**src/design/capture_pkg.sv**
```systemverilog
// Package of constants shared by the input capture design
package capture_pkg;
  // ==========================================================
  // Register map (word addresses on the plain port)
  localparam int          ADDR_W          = 4;
  localparam logic [3:0]  ADDR_CTRL       = 4'h0;
  localparam logic [3:0]  ADDR_BUF        = 4'h1;
  localparam logic [3:0]  ADDR_INT_STAT   = 4'h2;
  localparam logic [3:0]  ADDR_INT_MASK   = 4'h3;
  // ==========================================================
  // Control register fields
  localparam int          BIT_STOP_IDLE   = 13;
  localparam int          BIT_TB_SEL      = 7;
  localparam int          POS_CPI         = 5;
  localparam int          BIT_OVF         = 4;
  localparam int          BIT_BNE         = 3;
  localparam int          POS_MODE        = 0;
  localparam logic [15:0] CTRL_RESET      = 16'h0000;
  localparam logic [15:0] CTRL_WR_MASK    = 16'h20E7;
  // ==========================================================
  // Interrupt status bits
  localparam int          IRQ_W           = 3;
  localparam int          IRQ_CAPTURE     = 0;
  localparam int          IRQ_OVERFLOW    = 1;
  localparam int          IRQ_WAKE        = 2;
  localparam logic [2:0]  IRQ_RESET       = 3'h0;
  // ==========================================================
  // Capture modes
  localparam logic [2:0]  MODE_OFF        = 3'h0;
  localparam logic [2:0]  MODE_EVERY_EDGE = 3'h1;
  localparam logic [2:0]  MODE_FALL       = 3'h2;
  localparam logic [2:0]  MODE_RISE       = 3'h3;
  localparam logic [2:0]  MODE_RISE_4     = 3'h4;
  localparam logic [2:0]  MODE_RISE_16    = 3'h5;
  localparam logic [2:0]  MODE_UNUSED     = 3'h6;
  localparam logic [2:0]  MODE_WAKE_ONLY  = 3'h7;
  localparam logic [3:0]  PRESCALE_4_LAST  = 4'h3;
  localparam logic [3:0]  PRESCALE_16_LAST = 4'hF;
  localparam int          FIFO_DEPTH      = 4;
  localparam int          DATA_W          = 16;
endpackage : capture_pkg

```
**src/design/input_capture_channel.sv**
```systemverilog
// Input capture channel: edge capture of a timer count into a FIFO
`timescale 1ns/1ps
`default_nettype none
module input_capture_channel
  import capture_pkg::*;
#(
  parameter int CHANNEL_INDEX = 0
) (
  // Clock and reset
  input  wire logic              CLK,
  input  wire logic              RST,
  // Register port
  input  wire logic [ADDR_W-1:0] ADDR,
  input  wire logic [15:0]       WDATA,
  input  wire logic              WR,
  input  wire logic              RD,
  output logic      [15:0]       RDATA,
  // Time bases
  input  wire logic [15:0]       SECOND_TIMER_COUNT,
  input  wire logic [15:0]       THIRD_TIMER_COUNT,
  // Power state
  input  wire logic              CPU_IDLE,
  input  wire logic              CPU_SLEEP,
  // Pin
  input  wire logic              CAPTURE_INPUT_PIN,
  // Events out
  output logic                   IRQ,
  output logic                   WAKE
);
  initial begin
    if (CHANNEL_INDEX < 0 || CHANNEL_INDEX > 7) $error("At most 8");
  end
  // ==========================================================
  // Control register
  logic [15:0]      ctrl_q;
  logic             ovf_q;
  logic [IRQ_W-1:0] stat_q;
  logic [IRQ_W-1:0] mask_q;
  logic [1:0]       cap_cnt_q;
  logic             wake_q;
  logic             irq_q;
  logic [15:0]      rdata_q;

  wire [2:0] mode          = ctrl_q[POS_MODE +: 3];
  wire [1:0] cpi           = ctrl_q[POS_CPI +: 2];
  wire       tb_sel        = ctrl_q[BIT_TB_SEL];
  wire       stop_in_idle  = ctrl_q[BIT_STOP_IDLE];
  wire       low_power     = CPU_IDLE || CPU_SLEEP;
  // Sleep stops the instruction clock; capture halts while wake logic and the registers keep running
  wire       halted        = CPU_SLEEP || (CPU_IDLE && stop_in_idle);
  wire       run           = !halted;

  // ==========================================================
  // Register decode
  wire wr_ctrl = WR && (ADDR == ADDR_CTRL);
  wire wr_stat = WR && (ADDR == ADDR_INT_STAT);
  wire wr_mask = WR && (ADDR == ADDR_INT_MASK);
  wire rd_buf  = RD && (ADDR == ADDR_BUF);

  // ==========================================================
  // Edge qualification
  logic capture_evt;
  logic rise_evt;
  capture_edge_qual u_qual (
    .clk         (CLK),
    .rst         (RST),
    .mode        (mode),
    .run         (run),
    .pin         (CAPTURE_INPUT_PIN),
    .capture_evt (capture_evt),
    .rise_evt    (rise_evt)
  );

  // ==========================================================
  // Capture FIFO
  logic [15:0] head;
  logic        not_empty;
  logic        full;
  wire  [15:0] tb_value = tb_sel ? SECOND_TIMER_COUNT
                                 : THIRD_TIMER_COUNT;
  wire         overflow_evt = capture_evt && full;
  capture_fifo u_fifo (
    .clk       (CLK),
    .rst       (RST),
    .push      (capture_evt),
    .push_data (tb_value),
    .pop       (rd_buf),
    .head      (head),
    .not_empty (not_empty),
    .full      (full)
  );

  // ==========================================================
  // Interrupt counting
  wire stored       = capture_evt && !full;
  wire cnt_done     = (cap_cnt_q == cpi);
  wire cap_irq      = stored &&
                      ((mode == MODE_EVERY_EDGE) || cnt_done);
  // Wake-only mode fires on a rising edge only in low power
  wire wake_evt     = (mode == MODE_WAKE_ONLY) && low_power &&
                      rise_evt;
  wire pin_wake     = low_power && (wake_evt || capture_evt);
  wire [IRQ_W-1:0] evt_vec = {wake_evt, overflow_evt, cap_irq};
  wire [IRQ_W-1:0] clr_vec = wr_stat ? WDATA[IRQ_W-1:0] : '0;

  always_ff @(posedge CLK) begin
    if (RST) begin
      cap_cnt_q <= 2'h0;
    end else if (wr_ctrl || mode == MODE_EVERY_EDGE) begin
      // Rewriting control restarts the capture count
      cap_cnt_q <= 2'h0;
    end else if (stored) begin
      cap_cnt_q <= cnt_done ? 2'h0 : cap_cnt_q + 2'h1;
    end
  end

  // ==========================================================
  // Control, status and mask registers
  always_ff @(posedge CLK) begin
    if (RST) begin
      ctrl_q <= CTRL_RESET;
      mask_q <= IRQ_RESET;
    end else begin
      if (wr_ctrl) begin
        ctrl_q <= WDATA & CTRL_WR_MASK;
      end
      if (wr_mask) begin
        mask_q <= WDATA[IRQ_W-1:0];
      end
    end
  end

  // Overflow clears when the FIFO is empty or the mode is off
  always_ff @(posedge CLK) begin
    if (RST) begin
      ovf_q <= 1'b0;
    end else if (overflow_evt) begin
      ovf_q <= 1'b1;
    end else if (!not_empty || (mode == MODE_OFF)) begin
      ovf_q <= 1'b0;
    end
  end

  // Set wins over write-one-to-clear
  always_ff @(posedge CLK) begin
    if (RST) begin
      stat_q <= IRQ_RESET;
    end else begin
      stat_q <= (stat_q & ~clr_vec) | evt_vec;
    end
  end

  // ==========================================================
  // Outputs and read data
  wire [15:0] ctrl_view = ctrl_q
                          | (16'(ovf_q)     << BIT_OVF)
                          | (16'(not_empty) << BIT_BNE);
  logic [15:0] rd_mux;
  always_comb begin
    unique case (ADDR)
      ADDR_CTRL:     rd_mux = ctrl_view;
      ADDR_BUF:      rd_mux = not_empty ? head : 16'h0000;
      ADDR_INT_STAT: rd_mux = 16'(stat_q);
      ADDR_INT_MASK: rd_mux = 16'(mask_q);
      default:       rd_mux = 16'h0000;
    endcase
  end

  always_ff @(posedge CLK) begin
    if (RST) begin
      rdata_q <= 16'h0000;
      irq_q   <= 1'b0;
      wake_q  <= 1'b0;
    end else begin
      rdata_q <= RD ? rd_mux : 16'h0000;
      irq_q   <= |(((stat_q & ~clr_vec) | evt_vec) & mask_q);
      wake_q  <= pin_wake;
    end
  end

  assign RDATA = rdata_q;
  assign IRQ   = irq_q;
  assign WAKE  = wake_q;
endmodule : input_capture_channel
`default_nettype wire

```
**src/design/capture_fifo.sv**
```systemverilog
// Capture value FIFO with drop-on-full and a full flag
`timescale 1ns/1ps
`default_nettype none
module capture_fifo
  import capture_pkg::*;
#(
  parameter int WIDTH = DATA_W,
  parameter int DEPTH = FIFO_DEPTH
) (
  // Clock and reset
  input  wire logic             clk,
  input  wire logic             rst,
  // Write side
  input  wire logic             push,
  input  wire logic [WIDTH-1:0] push_data,
  // Read side
  input  wire logic             pop,
  output logic      [WIDTH-1:0] head,
  output logic                  not_empty,
  output logic                  full
);
  localparam int PW = $clog2(DEPTH);
  initial begin
    if (DEPTH < 2 || (1 << PW) != DEPTH) $error("DEPTH power of two >= 2");
  end
  logic [WIDTH-1:0] mem [DEPTH];
  logic [PW-1:0]    wp_q;
  logic [PW-1:0]    rp_q;
  logic [PW:0]      cnt_q;
  wire              do_pop  = pop && (cnt_q != '0);
  wire              do_push = push && !full;
  assign full      = (cnt_q == (PW+1)'(DEPTH));
  assign not_empty = (cnt_q != '0);
  assign head      = mem[rp_q];
  // ==========================================================
  // Storage
  always_ff @(posedge clk) begin
    if (do_push) begin
      mem[wp_q] <= push_data;
    end
  end
  // ==========================================================
  // Pointers
  always_ff @(posedge clk) begin
    if (rst) begin
      wp_q  <= '0;
      rp_q  <= '0;
      cnt_q <= '0;
    end else begin
      if (do_push) begin
        wp_q <= wp_q + 1'b1;
      end
      if (do_pop) begin
        rp_q <= rp_q + 1'b1;
      end
      cnt_q <= cnt_q + (PW+1)'(do_push) - (PW+1)'(do_pop);
    end
  end
endmodule : capture_fifo
`default_nettype wire

```
**src/design/capture_edge_qual.sv**
```systemverilog
// Edge detection and prescaling of the capture input
`timescale 1ns/1ps
`default_nettype none
module capture_edge_qual
  import capture_pkg::*;
(
  // Clock and reset
  input  wire logic       clk,
  input  wire logic       rst,
  // Control
  input  wire logic [2:0] mode,
  input  wire logic       run,
  input  wire logic       pin,
  // Result
  output logic            capture_evt,
  output logic            rise_evt
);
  logic       pin_q;
  logic [3:0] pre_q;
  logic [2:0] mode_q;
  wire rise = pin && !pin_q;
  wire fall = !pin && pin_q;
  wire pre4  = (mode == MODE_RISE_4)  && (pre_q == PRESCALE_4_LAST);
  wire pre16 = (mode == MODE_RISE_16) && (pre_q == PRESCALE_16_LAST);
  assign rise_evt = rise;
  always_comb begin
    capture_evt = 1'b0;
    if (run) begin
      unique case (mode)
        MODE_EVERY_EDGE: capture_evt = rise || fall;
        MODE_FALL:       capture_evt = fall;
        MODE_RISE:       capture_evt = rise;
        MODE_RISE_4:     capture_evt = rise && pre4;
        MODE_RISE_16:    capture_evt = rise && pre16;
        default:         capture_evt = 1'b0;
      endcase
    end
  end
  // Prescaler restarts on any mode change so counts are aligned
  always_ff @(posedge clk) begin
    if (rst) begin
      pin_q  <= 1'b0;
      pre_q  <= '0;
      mode_q <= MODE_OFF;
    end else begin
      pin_q  <= pin;
      mode_q <= mode;
      if (mode != mode_q) begin
        pre_q <= '0;
      end else if (run && rise) begin
        pre_q <= (pre4 || pre16) ? 4'h0 : pre_q + 4'h1;
      end
    end
  end
endmodule : capture_edge_qual
`default_nettype wire

```
**config.mk**
```make
export PLATFORM = sky130hd
export DESIGN_NAME = input_capture_channel
export DESIGN_NICKNAME = d
export VERILOG_FILES = /design/src/design/capture_pkg.sv /design/src/design/input_capture_channel.sv /design/src/design/capture_fifo.sv /design/src/design/capture_edge_qual.sv
export SDC_FILE = /design/constraint.sdc
export NUM_CORES = 1
export LEC_CHECK = 0
export ABC_AREA = 1
export BUFFER_PORTS_ARGS = -buffer_cell sky130_fd_sc_hd__buf_2
export CORE_UTILIZATION = 37
export CTS_CLUSTER_DIAMETER = 60
export DETAILED_ROUTE_END_ITERATION = 12
export PLACE_DENSITY_LB_ADDON = 0.2
export SETUP_SLACK_MARGIN = 0.1
export SLEW_MARGIN = 10
export SYNTH_ARGS = -nofsm -noshare
export SYNTH_HDL_FRONTEND = slang
export SYNTH_SLANG_ARGS = --single-unit
```
**constraint.sdc**
```tcl
create_clock -name CLK -period 3.51 [get_ports CLK]
set_clock_uncertainty 0.15 [all_clocks]
set_input_delay 1.053 -clock CLK [delete_from_list [all_inputs] [get_ports CLK]]
set_output_delay 1.053 -clock CLK [all_outputs]
set_load 0.01 [all_outputs]
```
==> results.md <==
- DRT Pass-1 Iters: 5
- Total GRT Usage: between 10% and 20%
- Chip Width: 116 µm
- Vias in the first global route: between 3000 and 4000
- Slew @ Worst Pin: around 0.62 ns
- Critical path endpoint category: flop
- Place WS: about 0.44 ns
- R2R Path Start: u_qual.pre_q[0]
- Placeable Area: between 10000 and 15000 µm²
- Initial core utilization: between 30% and 40%
- Mapped Area: just under 5000 µm²
- Async set-or-reset flop fraction in the synthesized netlist: 0%
- Residual DRC: 0
- DP Area: between 5000 and 6000 µm²
- Post-synthesis register bit count: 115
- Unique masters post-synth: 39
- Skew-Pair Late Insertion Delay: roughly 0.4 ns
- CTS Hold Bufs: 0
- Leakage power: between 2 and 2.5 nW
- Fin. max-slew vios: 0
- Mux share of post-synthesis cell area: less than 1%
- Post-synthesis adder-cell area fraction: between 2 and 3%
- Worst setup path startpoint: ADDR[3]
- Layout cell share with drive strength beyond 1: approximately 23%
- Multi-input gate area: about 1700 µm²
- Setup Fix Bufs, Post-CTS: 0
- Reg2Reg Setup Slack: approximately 1.3 ns
- Starting DRC count in detailed routing: 254
- Synth-to-layout area growth: 22.5%
- CTS tree: done
- Largest net degree at the start of global routing: 34
- Worst vdd ir: between 0.3 and 0.4 mV
- Post-synthesis simple-gate area fraction: around a fifth
- Detailed-route via count: approximately 3500
- Post-DRT Antenna Nets: 0
- H-Tree Depth: 4
- Final non-filler cell area: slightly below 6000 µm²
- Post-CTS sizing: 0
- Clk slew on worst S/H paths: 0.05 ns
- Min cycle time layout: 2.65 ns
- Hold Path Class: reg2reg
- CTS Buf Count: 17
- Worst R2R Path Depth: 14
- RSZ-0062 raised after global routing: false
- Cell count after synthesis: 496
- Row count: 41
- Longest Clk Path Bufs: 2
- CP endpoint: u_fifo.cnt_q[1]
- Share of the synthesized area in the top cell type: roughly two fifths
- Via density: between 4 and 5
- Critical path required time: between 3 and 4 ns
- Most common cell in the netlist: nand2_1
- Final hold violation count: 0
- DRT Wirelength: between 10000 and 15000 µm
- Worst Setup Start Kind: primary input
- Post-Syn Nets: 565
- Nets: 640
- Setup CP Type: in2reg
- Area contributors post-synth: edfxtp_1 (40%), dfxtp_1 (21%), nand2_1 (8.2%)
- Syn avg cell area: roughly 9.8 µm²
- Result of the run: finished, final reports clean
- FF-to-FF End: u_fifo.cnt_q[2]
- Register area share after synthesis: slightly above 60%
- Max cap viols: 0
- Die area: 13600 µm²
- Clock Sinks: approximately 120
- Compound-cell area share of the yosys netlist: between 10% and 20%
- Most used DFF post-synth: edfxtp_1
- Total Neg Setup Slack: 0 ns
- Commonest cells in the netlist: nand2_1 (106), nor2_1 (72), edfxtp_1 (64)
- Xor/xnor share of the synthesized area: less than 1%
- Tcrit/Tclk final: about three quarters
- # port buffers: 67
- Peak Freq: about 380 MHz
- Count of final setup violators: 0
- Storage cell area: 2940 µm²
- Yosys top cell by area: edfxtp_1
- CP max FO: 6
- Io pins: between 70 and 80
- Hpwl dp: about 6700 µm
- Antenna violations before repair: 0
- First-pass GRT wire length: 16500 µm
- Die Ht: between 100 and 150 µm
- Clock root cell: clkbuf_16
- Post-synth EDFFs: 64
- Crit path DAT: approximately 2.8 ns
- Worst slew margin: between 50% and 60%
- Fill count: approximately 1200
- Antenna Cells: 0
- Largest family of logic cells by synthesized area: simple AND/OR/NAND/NOR gates
- Wire length per cell: approximately 14 µm
- Setup ws final: 0.864 ns
- GR Overflow Total: 0
- Yosys Warn Count: 0
- Routability cong.: between 0.7 and 0.8
- PwrDens: around 540 nW/µm²
-- cells by family (layout without fill, tap and decap cells) --
| group | count (synthesis) | in the layout |
|---|---|---|
| compound gates | 90 | 90 |
| buf+inv | 55 | 143 |
| simple gates | 220 | 220 |
| mux | 1 | 1 |
| flops | 115 | 115 |
| fa+ha+maj | 10 | 10 |
| xor+xnor | 5 | 5 |
-- cells in the final DEF (no fill, tap or decap), types with 3 or more instances in the layout --
cell	Yosys	layout
o21ai_0	33	33
buf_4	1	8
a21oi_1	30	30
nand2_1	106	106
nand3_1	20	20
o22ai_1	8	8
ha_1	9	9
nand2_4	3	3
inv_2	7	7
buf_2	11	67
nor2_2	4	4
edfxtp_1	64	64
nor2_1	72	72
bufinv_16	0	3
inv_1	28	28
clkinvlp_4	0	3
clkbuf_1	4	3
o21ai_1	4	4
dfxtp_1	51	51
clkinv_2	0	5
a41oi_1	3	3
a22oi_1	7	7
xnor2_1	3	3
nand2_2	3	3
clkbuf_16	0	17
-- metal layers --
metal	wire length [µm]	global-route usage, %	share of wire (%)	up-vias
met2	5020	28.0	48	94
met4	151	7.18	1.5	0
met3	541	4.36	5.2	8
li1	-	-	-	1815
met1	4680	20.3	45	1599
met5	0	0	0	-
-- worst max-delay path, cell delays in order --
cell and delay [ns]:
buf_2 0.11, nor2_4 0.15, nand3_4 0.10, nor3b_4 0.36, ha_1 0.29, inv_1 0.05
ha_1 0.14, fa_1 0.41, inv_1 0.06, nor2_1 0.03
-- metrics by stage --
step,hold WS (ns),std cells,total power (W),util [%]
CTS,0.336,756,0.00325,46.9
finish,0.333,756,0.00322,46.9
detailed placement,0.327,724,0.00157,42.3
global placement,0.316,724,0.00157,42.3
global route,0.360,756,0.00333,46.9
floorplan,0.304,496,0.00152,-
-- layout make-up --
type / count / area share, %
clock buffer: 20 / 7.35
clock inverter: 12 / 2.38
inverter: 36 / 2.28
multi-input combinational: 326 / 28.2
sequential: 115 / 49.5
tap: 172 / 3.62
timing repair buffer: 75 / 6.66
-- worst min-delay path by stage --
stage | from | endpoint | slack [ns] | cells past startpoint
5_1_grt | mask_q[0] | mask_q[0] | 0.36 | 2
2_1_floorplan | mask_q[2] | mask_q[2] | 0.30 | 2
4_1_cts | ovf_q | ovf_q | 0.34 | 2
3_3_place_gp | u_fifo.rp_q[0] | u_fifo.rp_q[0] | 0.32 | 1
3_5_place_dp | ovf_q | ovf_q | 0.33 | 2
6_report | mask_q[0] | mask_q[0] | 0.33 | 2
-- sequential cells by signal (all words and copies together) (netlist names), 2 cells and up, named ones only --
register       count
RDATA             16
cap_cnt_q          2
ctrl_q             7
mask_q             3
stat_q             3
u_fifo.cnt_q       3
u_fifo.mem        64
u_fifo.rp_q        2
u_fifo.wp_q        2
u_qual.mode_q      3
u_qual.pre_q       4
-- where the power goes --
part | internal (W) | switching, W | total [W] | leakage, nW
logic | 0.0000395 | 0.0000653 | 0.000105 | 1.16
registers | 0.00143 | 0.00000509 | 0.00144 | 0.987
clock network | 0.00110 | 0.000577 | 0.00168 | 0.277
Power figures use the tool's default switching activity.
